File: src/rtl/ali_pkg.sv
package ali_pkg;

    // ------------------------------------------------------------
    // angle and coefficient formats
    // ------------------------------------------------------------
    // one revolution is 2**15 angle steps, so one coefficient step
    // equals one angle step at the normal correction range
    localparam int ANGLE_W = 15;
    localparam int COEF_W = 12;
    localparam int NUM_COEF = 32;
    localparam int SEG_W = 5;
    localparam int FRAC_W = 10;
    localparam int CORR_W = 14;

    // ------------------------------------------------------------
    // register port
    // ------------------------------------------------------------
    localparam int ADDR_W = 6;
    localparam int DATA_W = 16;
    localparam logic [5:0] REG_COEF_BASE = 6'h00;
    localparam logic [5:0] REG_COEF_LAST = 6'h1f;
    localparam logic [5:0] REG_CTRL = 6'h20;
    localparam logic [5:0] REG_WAKE_THR = 6'h21;
    localparam logic [5:0] REG_STATUS = 6'h22;
    localparam logic [5:0] REG_ANGLE = 6'h23;
    localparam int CTRL_EN_BIT = 0;
    localparam int CTRL_SCALE_BIT = 1;
    localparam logic [1:0] CTRL_RESET = 2'h0;
    localparam logic [11:0] COEF_RESET = 12'h000;
    // 53 steps per window: 100 rpm gives about 54.6 steps per ms
    localparam logic [15:0] WAKE_THR_RESET = 16'h0035;

    // ------------------------------------------------------------
    // timing
    // ------------------------------------------------------------
    localparam int CLK_KHZ = 20000;
    localparam int WAKE_WINDOW_US = 1000;
    localparam int WAKE_WINDOW_CYCLES = WAKE_WINDOW_US * CLK_KHZ / 1000;

    // ------------------------------------------------------------
    // wake states
    // ------------------------------------------------------------
    typedef enum logic [1:0] {
        ALI_SLEEP = 2'b01,
        ALI_AWAKE = 2'b10
    } ali_wake_t;

endpackage : ali_pkg

File: src/rtl/ali_interp.sv
`timescale 1ns/10ps
module ali_interp (
    input wire logic signed [11:0] coef_lo,
    input wire logic signed [11:0] coef_hi,
    input wire logic [9:0] frac,
    input wire logic scale_sel,
    output logic signed [13:0] corr
);

    // ------------------------------------------------------------
    // linear blend of two neighbouring coefficients
    // ------------------------------------------------------------
    logic signed [12:0] diff;
    logic signed [23:0] prod;
    logic signed [12:0] blend;

    // floor shift keeps frac 0 exactly on the low coefficient
    assign diff = 13'(coef_hi) - 13'(coef_lo);
    assign prod = diff * $signed({1'b0, frac});
    assign blend = 13'(coef_lo) + prod[22:10];

    // doubled range shifts the step up by one bit
    assign corr = scale_sel ? {blend, 1'b0} : 14'(blend);

endmodule : ali_interp

File: src/rtl/ali_wake.sv
`timescale 1ns/10ps
module ali_wake #(
    parameter int WINDOW_CYCLES = ali_pkg::WAKE_WINDOW_CYCLES
) (
    input wire logic clk,
    input wire logic resetn,
    input wire logic [14:0] raw_angle,
    input wire logic raw_valid,
    input wire logic low_power,
    input wire logic [15:0] rate_thr,
    output logic awake
);

    if (WINDOW_CYCLES < 2) begin : g_bad_window
        $error("wake window must be at least two cycles");
    end

    // ------------------------------------------------------------
    // window divider and raw angle tracking
    // ------------------------------------------------------------
    logic [31:0] win_cnt;
    logic tick;
    logic [14:0] cur;
    logic [14:0] ref_angle;
    logic [14:0] delta;
    logic [14:0] mag;
    logic fast;
    ali_pkg::ali_wake_t state;
    ali_pkg::ali_wake_t next_state;

    assign tick = (win_cnt == 32'(WINDOW_CYCLES - 1));
    // raw angle only: corrected angle never enters this path
    assign delta = cur - ref_angle;
    assign mag = delta[14] ? 15'(-delta) : delta;
    assign fast = {1'b0, mag} > rate_thr;

    // divider, one tick per window
    always_ff @(posedge clk) begin
        if (!resetn || tick) begin
            win_cnt <= 32'h0;
        end else begin
            win_cnt <= win_cnt + 32'h1;
        end
    end

    // latest raw sample and the sample at the last tick
    always_ff @(posedge clk) begin
        if (!resetn) begin
            cur <= 15'h0000;
            ref_angle <= 15'h0000;
        end else begin
            if (raw_valid) begin
                cur <= raw_angle;
            end
            if (tick) begin
                ref_angle <= cur;
            end
        end
    end

    // in low power the decision falls only at window ends, so slow drift never wakes
    always_comb begin
        next_state = state;
        unique case (state)
            ali_pkg::ALI_SLEEP: begin
                if (!low_power || (tick && fast)) begin
                    next_state = ali_pkg::ALI_AWAKE;
                end
            end
            ali_pkg::ALI_AWAKE: begin
                if (low_power && tick && !fast) begin
                    next_state = ali_pkg::ALI_SLEEP;
                end
            end
            default: next_state = ali_pkg::ALI_AWAKE;
        endcase
    end

    always_ff @(posedge clk) begin
        if (!resetn) begin
            state <= ali_pkg::ALI_AWAKE;
        end else begin
            state <= next_state;
        end
    end

    assign awake = (state == ali_pkg::ALI_AWAKE);

endmodule : ali_wake

File: src/rtl/ali_angle_linearizer.sv
// Our own choices: the address map and the plain strobed port.
`timescale 1ns/10ps
// Summary of operation
// - 32 coefficients, coefficient k at k times 11.25 degrees.
// - on a breakpoint the output is the angle minus its coefficient.
// - coefficients are 12-bit two's-complement, -2048 to 2047.
// - scale bit clear maps the span to +22.50 down to -22.49 degrees.
// - scale bit set doubles it to +45.00 down to -44.98 degrees.
// - between breakpoints the correction is linearly interpolated.
// - latency is the same with the correction on or bypassed.
// - with correction off the coefficients are plain user storage.
// - the low-power tracking path uses the raw angle only.
// - low-power wake comes from the raw angle change rate.
// - default wake rate keeps the device awake above 100 rpm.
module ali_angle_linearizer #(
    parameter int WAKE_WINDOW_CYCLES = ali_pkg::WAKE_WINDOW_CYCLES
) (
    input wire logic SYS_CLK,
    input wire logic RESETN,
    input wire logic [14:0] ANGLE_IN,
    input wire logic ANGLE_IN_VALID,
    input wire logic LOW_POWER,
    input wire logic [5:0] ADDR,
    input wire logic [15:0] WDATA,
    input wire logic WR_EN,
    input wire logic RD_EN,
    output logic [15:0] RDATA,
    output logic [14:0] ANGLE_OUT,
    output logic ANGLE_OUT_VALID,
    output logic AWAKE
);

    // ------------------------------------------------------------
    // elaboration checks
    // ------------------------------------------------------------
    // the interpolation split assumes 32 segments of 1024 steps
    if (ali_pkg::SEG_W + ali_pkg::FRAC_W != ali_pkg::ANGLE_W) begin : g_bad
        $error("segment and fraction widths must fill the angle");
    end
    if ((1 << ali_pkg::SEG_W) != ali_pkg::NUM_COEF) begin : g_bad_seg
        $error("coefficient count must match the segment field");
    end
    // ports are cut for a 15-bit angle and a 10-bit fraction
    if (ali_pkg::ANGLE_W != 15) begin : g_bad_angle
        $error("angle ports are built for 15-bit angles");
    end
    if (ali_pkg::FRAC_W != 10) begin : g_bad_frac
        $error("blend port is built for a 10-bit fraction");
    end
    // storage and blend ports are cut for 12-bit coefficients
    if (ali_pkg::COEF_W != 12) begin : g_bad_coef
        $error("coefficient storage is built for 12-bit words");
    end
    // doubled range needs one bit above the sign of the blend
    if (ali_pkg::CORR_W != ali_pkg::COEF_W + 2) begin : g_bad_corr
        $error("correction must be two bits wider than a coefficient");
    end
    // coefficients must stay below the control words in the map
    if (ali_pkg::NUM_COEF > int'(ali_pkg::REG_CTRL)) begin : g_bad_map
        $error("coefficient words overlap the control words");
    end
    // angle readback needs a data word wider than the angle
    if (ali_pkg::DATA_W <= ali_pkg::ANGLE_W) begin : g_bad_data
        $error("data word too narrow for the angle readback");
    end
    // decode compares full 6-bit word addresses
    if (ali_pkg::ADDR_W != 6) begin : g_bad_addr
        $error("address decode is built for 6-bit word addresses");
    end
    // the divider ticks every cycle or never with a window under two cycles
    if (WAKE_WINDOW_CYCLES < 2) begin : g_bad_window
        $error("wake window must be at least two cycles");
    end

    // ------------------------------------------------------------
    // angle format
    // ------------------------------------------------------------
    // 2**15 steps per revolution, about 0.011 degrees a step
    // top five bits: one of 32 segments of 11.25 degrees
    // low ten bits: the place inside that segment
    // coefficient lsb: one step, or two at the doubled range
    // a 12-bit coefficient reaches 22.5 degrees, 45 when doubled
    // all sums wrap modulo one revolution, nothing is clamped
    // the blend floors, so it may sit one step under the line
    // controls ride with each sample through the pipe

    // ------------------------------------------------------------
    // declarations
    // ------------------------------------------------------------
    // stored coefficients and controls
    logic [11:0] corr_coef [0:ali_pkg::NUM_COEF-1];
    logic corr_en;
    logic corr_scale_sel;
    logic [15:0] wake_thr;

    // angle split and the neighbour pair
    logic [4:0] seg;
    logic [4:0] seg_next;
    logic [9:0] frac;
    logic [11:0] pick_lo;
    logic [11:0] pick_hi;

    // stage one register
    logic s1_valid;
    logic [14:0] s1_angle;
    logic [11:0] s1_lo;
    logic [11:0] s1_hi;
    logic [9:0] s1_frac;
    logic s1_en;
    logic s1_scale;

    // stage two
    logic signed [13:0] corr;
    logic [14:0] corr_ext;
    logic [14:0] next_angle;

    // bus decode, write strobes and read words
    logic [4:0] coef_idx;
    logic hit_coef;
    logic hit_ctrl;
    logic hit_thr;
    logic hit_status;
    logic hit_angle;
    logic coef_we;
    logic ctrl_we;
    logic thr_we;
    logic [15:0] next_rdata;
    logic [15:0] rd_coef;
    logic [15:0] rd_ctrl;
    logic [15:0] rd_thr;
    logic [15:0] rd_status;
    logic [15:0] rd_angle;

    // ------------------------------------------------------------
    // register decode
    // ------------------------------------------------------------
    // coefficients fill the lowest 32 words of the map
    assign coef_idx = ADDR[4:0];
    assign hit_coef = (ADDR <= ali_pkg::REG_COEF_LAST);
    assign hit_ctrl = (ADDR == ali_pkg::REG_CTRL);
    assign hit_thr = (ADDR == ali_pkg::REG_WAKE_THR);
    assign hit_status = (ADDR == ali_pkg::REG_STATUS);
    assign hit_angle = (ADDR == ali_pkg::REG_ANGLE);

    // write strobes per register group
    assign coef_we = WR_EN && hit_coef;
    assign ctrl_we = WR_EN && hit_ctrl;
    assign thr_we = WR_EN && hit_thr;

    // ------------------------------------------------------------
    // coefficient storage
    // ------------------------------------------------------------
    // always writable and readable, so with the correction off the
    // words serve as user storage and nothing else looks at them
    always_ff @(posedge SYS_CLK) begin
        if (!RESETN) begin
            for (int i = 0; i < ali_pkg::NUM_COEF; i++) begin
                corr_coef[i] <= ali_pkg::COEF_RESET;
            end
        end else if (coef_we) begin
            corr_coef[coef_idx] <= WDATA[11:0];
        end
    end

    // ------------------------------------------------------------
    // control registers
    // ------------------------------------------------------------
    // enable and range bits, then the wake rate limit
    // a sample already in flight keeps the bits it was taken with
    always_ff @(posedge SYS_CLK) begin
        if (!RESETN) begin
            corr_en <= ali_pkg::CTRL_RESET[ali_pkg::CTRL_EN_BIT];
            corr_scale_sel <= ali_pkg::CTRL_RESET[ali_pkg::CTRL_SCALE_BIT];
        end else if (ctrl_we) begin
            corr_en <= WDATA[ali_pkg::CTRL_EN_BIT];
            corr_scale_sel <= WDATA[ali_pkg::CTRL_SCALE_BIT];
        end
    end

    always_ff @(posedge SYS_CLK) begin
        if (!RESETN) begin
            wake_thr <= ali_pkg::WAKE_THR_RESET;
        end else if (thr_we) begin
            wake_thr <= WDATA;
        end
    end

    // ------------------------------------------------------------
    // read path
    // ------------------------------------------------------------
    // each word zero-filled above its field
    assign rd_coef = {4'h0, corr_coef[coef_idx]};
    assign rd_ctrl = {14'h0000, corr_scale_sel, corr_en};
    assign rd_thr = wake_thr;
    assign rd_status = {15'h0000, AWAKE};
    assign rd_angle = {1'b0, ANGLE_OUT};

    // unmapped words read zero; data stand one cycle after the strobe
    always_comb begin
        next_rdata = 16'h0000;
        if (hit_coef) begin
            next_rdata = rd_coef;
        end else if (hit_ctrl) begin
            next_rdata = rd_ctrl;
        end else if (hit_thr) begin
            next_rdata = rd_thr;
        end else if (hit_status) begin
            next_rdata = rd_status;
        end else if (hit_angle) begin
            next_rdata = rd_angle;
        end
    end

    // zero between reads, so a stale word never passes as fresh
    always_ff @(posedge SYS_CLK) begin
        if (!RESETN) begin
            RDATA <= 16'h0000;
        end else if (RD_EN) begin
            RDATA <= next_rdata;
        end else begin
            RDATA <= 16'h0000;
        end
    end

    // ------------------------------------------------------------
    // stage one: pick the two neighbouring coefficients
    // ------------------------------------------------------------
    // top bits give the breakpoint, low bits the place inside it
    assign seg = ANGLE_IN[14:10];
    assign frac = ANGLE_IN[9:0];
    // last segment blends back to the first coefficient
    assign seg_next = seg + 5'h01;
    // neighbour pair read straight from the table
    assign pick_lo = corr_coef[seg];
    assign pick_hi = corr_coef[seg_next];

    // controls are taken with the sample, as the angle is
    always_ff @(posedge SYS_CLK) begin
        if (!RESETN) begin
            s1_valid <= 1'b0;
            s1_angle <= 15'h0000;
            s1_lo <= 12'h000;
            s1_hi <= 12'h000;
            s1_frac <= 10'h000;
            s1_en <= 1'b0;
            s1_scale <= 1'b0;
        end else begin
            s1_valid <= ANGLE_IN_VALID;
            if (ANGLE_IN_VALID) begin
                s1_angle <= ANGLE_IN;
                s1_lo <= pick_lo;
                s1_hi <= pick_hi;
                s1_frac <= frac;
                s1_en <= corr_en;
                s1_scale <= corr_scale_sel;
            end
        end
    end

    // ------------------------------------------------------------
    // stage two: blend and subtract
    // ------------------------------------------------------------
    ali_interp u_interp (
        .coef_lo(s1_lo),
        .coef_hi(s1_hi),
        .frac(s1_frac),
        .scale_sel(s1_scale),
        .corr(corr)
    );

    // bypass only zeroes the correction; both paths share the same
    // two register stages, so enabling costs no latency
    assign corr_ext = s1_en ? {corr[13], corr} : 15'h0000;
    // modulo 2**15 arithmetic wraps the result into one revolution
    assign next_angle = s1_angle - corr_ext;

    // result and its valid move together at one edge
    always_ff @(posedge SYS_CLK) begin
        if (!RESETN) begin
            ANGLE_OUT <= 15'h0000;
            ANGLE_OUT_VALID <= 1'b0;
        end else begin
            ANGLE_OUT_VALID <= s1_valid;
            if (s1_valid) begin
                ANGLE_OUT <= next_angle;
            end
        end
    end

    // ------------------------------------------------------------
    // low-power rotation tracking
    // ------------------------------------------------------------
    // fed straight from the input, ahead of any correction
    // so the wake speed is counted in raw electrical steps
    ali_wake #(
        .WINDOW_CYCLES(WAKE_WINDOW_CYCLES)
    ) u_wake (
        .clk(SYS_CLK),
        .resetn(RESETN),
        .raw_angle(ANGLE_IN),
        .raw_valid(ANGLE_IN_VALID),
        .low_power(LOW_POWER),
        .rate_thr(wake_thr),
        .awake(AWAKE)
    );

endmodule : ali_angle_linearizer

File: config.mk
export PLATFORM = sky130hd
export DESIGN_NAME = ali_angle_linearizer
export DESIGN_NICKNAME = d
export VERILOG_FILES = /design/src/rtl/ali_pkg.sv /design/src/rtl/ali_interp.sv /design/src/rtl/ali_wake.sv /design/src/rtl/ali_angle_linearizer.sv
export SDC_FILE = /design/constraint.sdc
export NUM_CORES = 2
export LEC_CHECK = 0
export BUFFER_PORTS_ARGS = -buffer_cell sky130_fd_sc_hd__buf_2
export CORE_MARGIN = 8
export CORE_UTILIZATION = 49
export CTS_CLUSTER_DIAMETER = 60
export DETAILED_ROUTE_END_ITERATION = 8
export GPL_ROUTABILITY_DRIVEN = 0
export PLACE_DENSITY = 0.77
export SKIP_CTS_REPAIR_TIMING = 1
export SYNTH_ARGS = -nofsm -noshare
export SYNTH_HDL_FRONTEND = slang
export SYNTH_SLANG_ARGS = --single-unit
File: constraint.sdc
create_clock -name SYS_CLK -period 8.73 [get_ports SYS_CLK]
set_input_delay 0.4365 -clock SYS_CLK [delete_from_list [all_inputs] [get_ports SYS_CLK]]
set_output_delay 0.4365 -clock SYS_CLK [all_outputs]
set_load 0.005 [all_outputs]
==> impl_metrics.py <==
metrics = {
    "run_status": {
        "status": "complete, but fails checks",
        "violations": "setup timing",
    },
    "yosys": {
        "syn_area_mm2": 0.0367,
        "synth.area.top_cells": "edfxtp_1 (31%), mux4_2 (21%), dfxtp_1 (7.7%)",
        "yosys_register_bits": 525,
        "synthFlopType": "edfxtp_1",
        "synth_edf_count": 384,
        "synth_fa_ha_area_share_pct": 10.7,
        "muxShareOfSynthArea_pct": 23.1,
        "synth_compound_area_share_pct": 5.68,
        "yosys.area.top_type": "edfxtp_1",
        "synth-xor-area-share_pct": 2.38,
        "avgSynthCellArea_um2": 12.2,
        "yosysWarnings": 0,
        "ys_types": 72,
        "synth_top_area_share_pct": 31.4,
        "yosys.area_share.simple_pct": 14.4,
        "async_flop_share_pct": 0,
        "synth.yosys.seq_area_share_pct": 39.1,
        "synth_top_family_by_area": "multiplexers",
        "synth_cells": 3011,
        "syn_nets": 3296,
    },
    "routing": {
        "drt_pass1_iterations": 6,
        "wire_per_inst_um": 26.2,
        "final_antenna_net_count": 0,
        "routed_via_density": 6.33,
        "vias": 26359,
        "dr_wl_met2_um": 49400,
        "met1_length_um": 38800,
        "drt_iter0_drc": 3804,
        "drcViolationCount": 0,
        "top_layer_used": "met5",
        "routed_wl_um": 109000,
        "met3_length_um": 15100,
    },
    "clocking": {
        "clock_path_buffers": 3,
        "cts_sinks": 525,
        "cts_tree": "done",
        "cts_made_buffers": 56,
        "clk_pin_slew_ns": 0.07,
        "htree_levels": 2,
        "clk-insertion-delay-late_ns": 0.67,
        "cts_root_buffer": "clkbuf_16",
    },
    "global_route": {
        "antenna_found_initial": 6,
        "grt_pass1_wl_um": 162000,
        "track_usage_pct": 25.7,
        "grt_max_degree": 137,
        "gr-total-overflow": 0,
        "grt_pass1_vias": 25558,
    },
    "place": {
        "port_buffers": 75,
        "placed_area_mm2": 0.0393,
        "placed_cells": 4035,
        "hpwl_um": 76400,
        "dpl_worst_slack_ns": -0.791,
    },
    "timing": {
        "hold_violations": 0,
        "slew_viol_final": 0,
        "rsz0062_at_grt": "yes",
        "finClkSkew_ns": 0.0632,
        "fmax_mhz": 106,
        "setup_viol": 7,
        "worstMarginPinSlew_ns": 1.24,
        "setup_ws_ns": -0.702,
        "min_period_ns": 9.43,
        "relSlewSlack_pct": 16.8,
        "post-route-period-util_pct": 108,
        "hold-worst-slack_ns": 0.0623,
    },
    "finish": {
        "multi_input_comb_area_mm2": 0.0214,
        "fin_cells": 4166,
        "fin_nets": 3432,
        "nFillCells": 5950,
        "finish.instance_area_mm2": 0.0418,
        "drive_gt1_share_pct": 26.4,
        "area_delta_synth_final_pct": 14.0,
        "seq_area_mm2": 0.0144,
    },
    "flow_run": {
        "cap_viol_max_count": 0,
    },
    "power_and_ir_drop": {
        "ir_worst_vdd_mv": 0.295,
        "pwr_density_cell_mw_per_mm2": 254,
        "leakagePower_nw": 16.1,
    },
    "worst_setup_path": {
        "crit_required_ns": 9.23,
        "crit_fanout": 4,
        "cp-start-kind": "flop",
        "crit_type": "flop to flop",
        "cp_common_cell": "fa_1",
        "max_stage_delay_ns": 0.54,
        "end_kind": "flop",
        "arrival_ns": 9.94,
        "worst_path_max_delay_cell": "fa_1",
    },
    "die": {
        "start_util_pct": 49.4,
        "die_area_mm2": 0.0839,
        "die-height_um": 290,
        "core_area_mm2": 0.0743,
        "fp-row-count": 100,
        "ios": 76,
        "die_w_um": 290,
    },
    "min_path": {
        "hp-class": "primary input to flop",
    },
}
-- layout make-up --
class / count / share of cell area, %
multi-input combinational: 2041 / 51.1
antenna: 3 / 0.0179
clock inverter: 35 / 0.960
inverter: 229 / 2.05
timing repair buffer: 294 / 5.02
sequential: 525 / 34.3
tap: 969 / 2.90
clock buffer: 70 / 3.65
-- critical path: cells and delay by family, from the launching register on --
kind	cells	cell delay (ns)
buf+inv	6	0.52
simple gates	11	1.85
compound gates	15	2.66
mux	1	0.17
fa+ha+maj	9	3.53
flops	1	0.35
xor+xnor	2	0.21
-- layout by cell type (no fill, tap or decap), types with 27 or more instances in the layout --
cell,instances
dfxtp_1,138
mux2i_1,70
mux4_2,337
o211a_1,27
clkbuf_16,59
xnor2_1,46
ha_1,104
buf_4,214
xor2_1,40
a21oi_1,32
nor2b_1,58
edfxtp_1,384
a22oi_1,44
nor2_1,117
inv_1,220
fa_1,119
buf_2,70
and2_1,437
nand2_1,201
nand3_1,32
o21ai_1,41
-- power breakdown --
| part | switching, mW | internal [mW] |
|---|---|---|
| clock | 1.06 | 1.43 |
| combinational | 2.61 | 2.61 |
| sequential | 0.104 | 2.80 |
-- logic make-up after synthesis --
logic type      count (synthesis)
fa+ha+maj                     242
compound gates                302
flops                         525
buf+inv                       445
xor+xnor                       99
mux                           425
simple gates                  973
-- per-layer routing --
metal / global-route usage, % / vias up
li1: - / 11224
met1: 32.8 / 13085
met2: 39.4 / 1715
met3: 9.04 / 333
met4: 11.1 / 2
met5: 0.357 / -
-- sequential cells by signal (all words and copies together), names as in the netlist, 2 cells and up --
| signal | cells |
|---|---|
| u_wake.ref_angle | 15 |
| s1_hi | 12 |
| s1_lo | 12 |
| corr_coef | 384 |
| ANGLE_OUT | 15 |
| rd_thr | 16 |
| RDATA | 16 |
| u_wake.state | 2 |
| u_wake.win_cnt | 32 |
| s1_angle | 15 |
-- stage by stage --
step / power (mW) / TNS, ns / utilization [%]
2_1_floorplan: 5.80 / -0.218 / -
3_3_place_gp: 7.29 / -1.02 / 52.8
3_5_place_dp: 7.37 / -1.98 / 52.8
4_1_cts: 9.89 / -2.42 / 55.4
5_1_grt: 11.2 / -4.97 / 56.3
6_report: 10.6 / -2.09 / 56.3
-- cell usage after synthesis, types with 42 or more instances --
| library cell | number |
|---|---|
| a21oi_1 | 48 |
| a22oi_1 | 44 |
| and2_1 | 438 |
| clkbuf_1 | 159 |
| dfxtp_1 | 141 |
| edfxtp_1 | 384 |
| fa_1 | 121 |
| ha_1 | 121 |
| inv_1 | 227 |
| mux2i_1 | 70 |
| mux4_2 | 337 |
| nand2_1 | 209 |
| nor2_1 | 119 |
| nor2b_1 | 60 |
| o21ai_0 | 56 |
| xnor2_1 | 56 |
| xor2_1 | 42 |
-- final timing paths --
path | start | slack (ns) | depth (start not counted) | to
max | s1_lo[1]$_SDFFE_PN0P_ | -0.70 | 44 | ANGLE_OUT[14]$_SDFFE_PN0P_
min | WDATA[15] | 0.06 | 3 | rd_thr[15]$_SDFFE_PN0P_
max reg2reg | s1_lo[1]$_SDFFE_PN0P_ | -0.70 | 44 | ANGLE_OUT[14]$_SDFFE_PN0P_
min reg2reg | u_wake.win_cnt[0]$_SDFF_PP0_ | 0.45 | 1 | u_wake.win_cnt[0]$_SDFF_PP0_
Note: power is estimated with default switching activity, not from simulation.
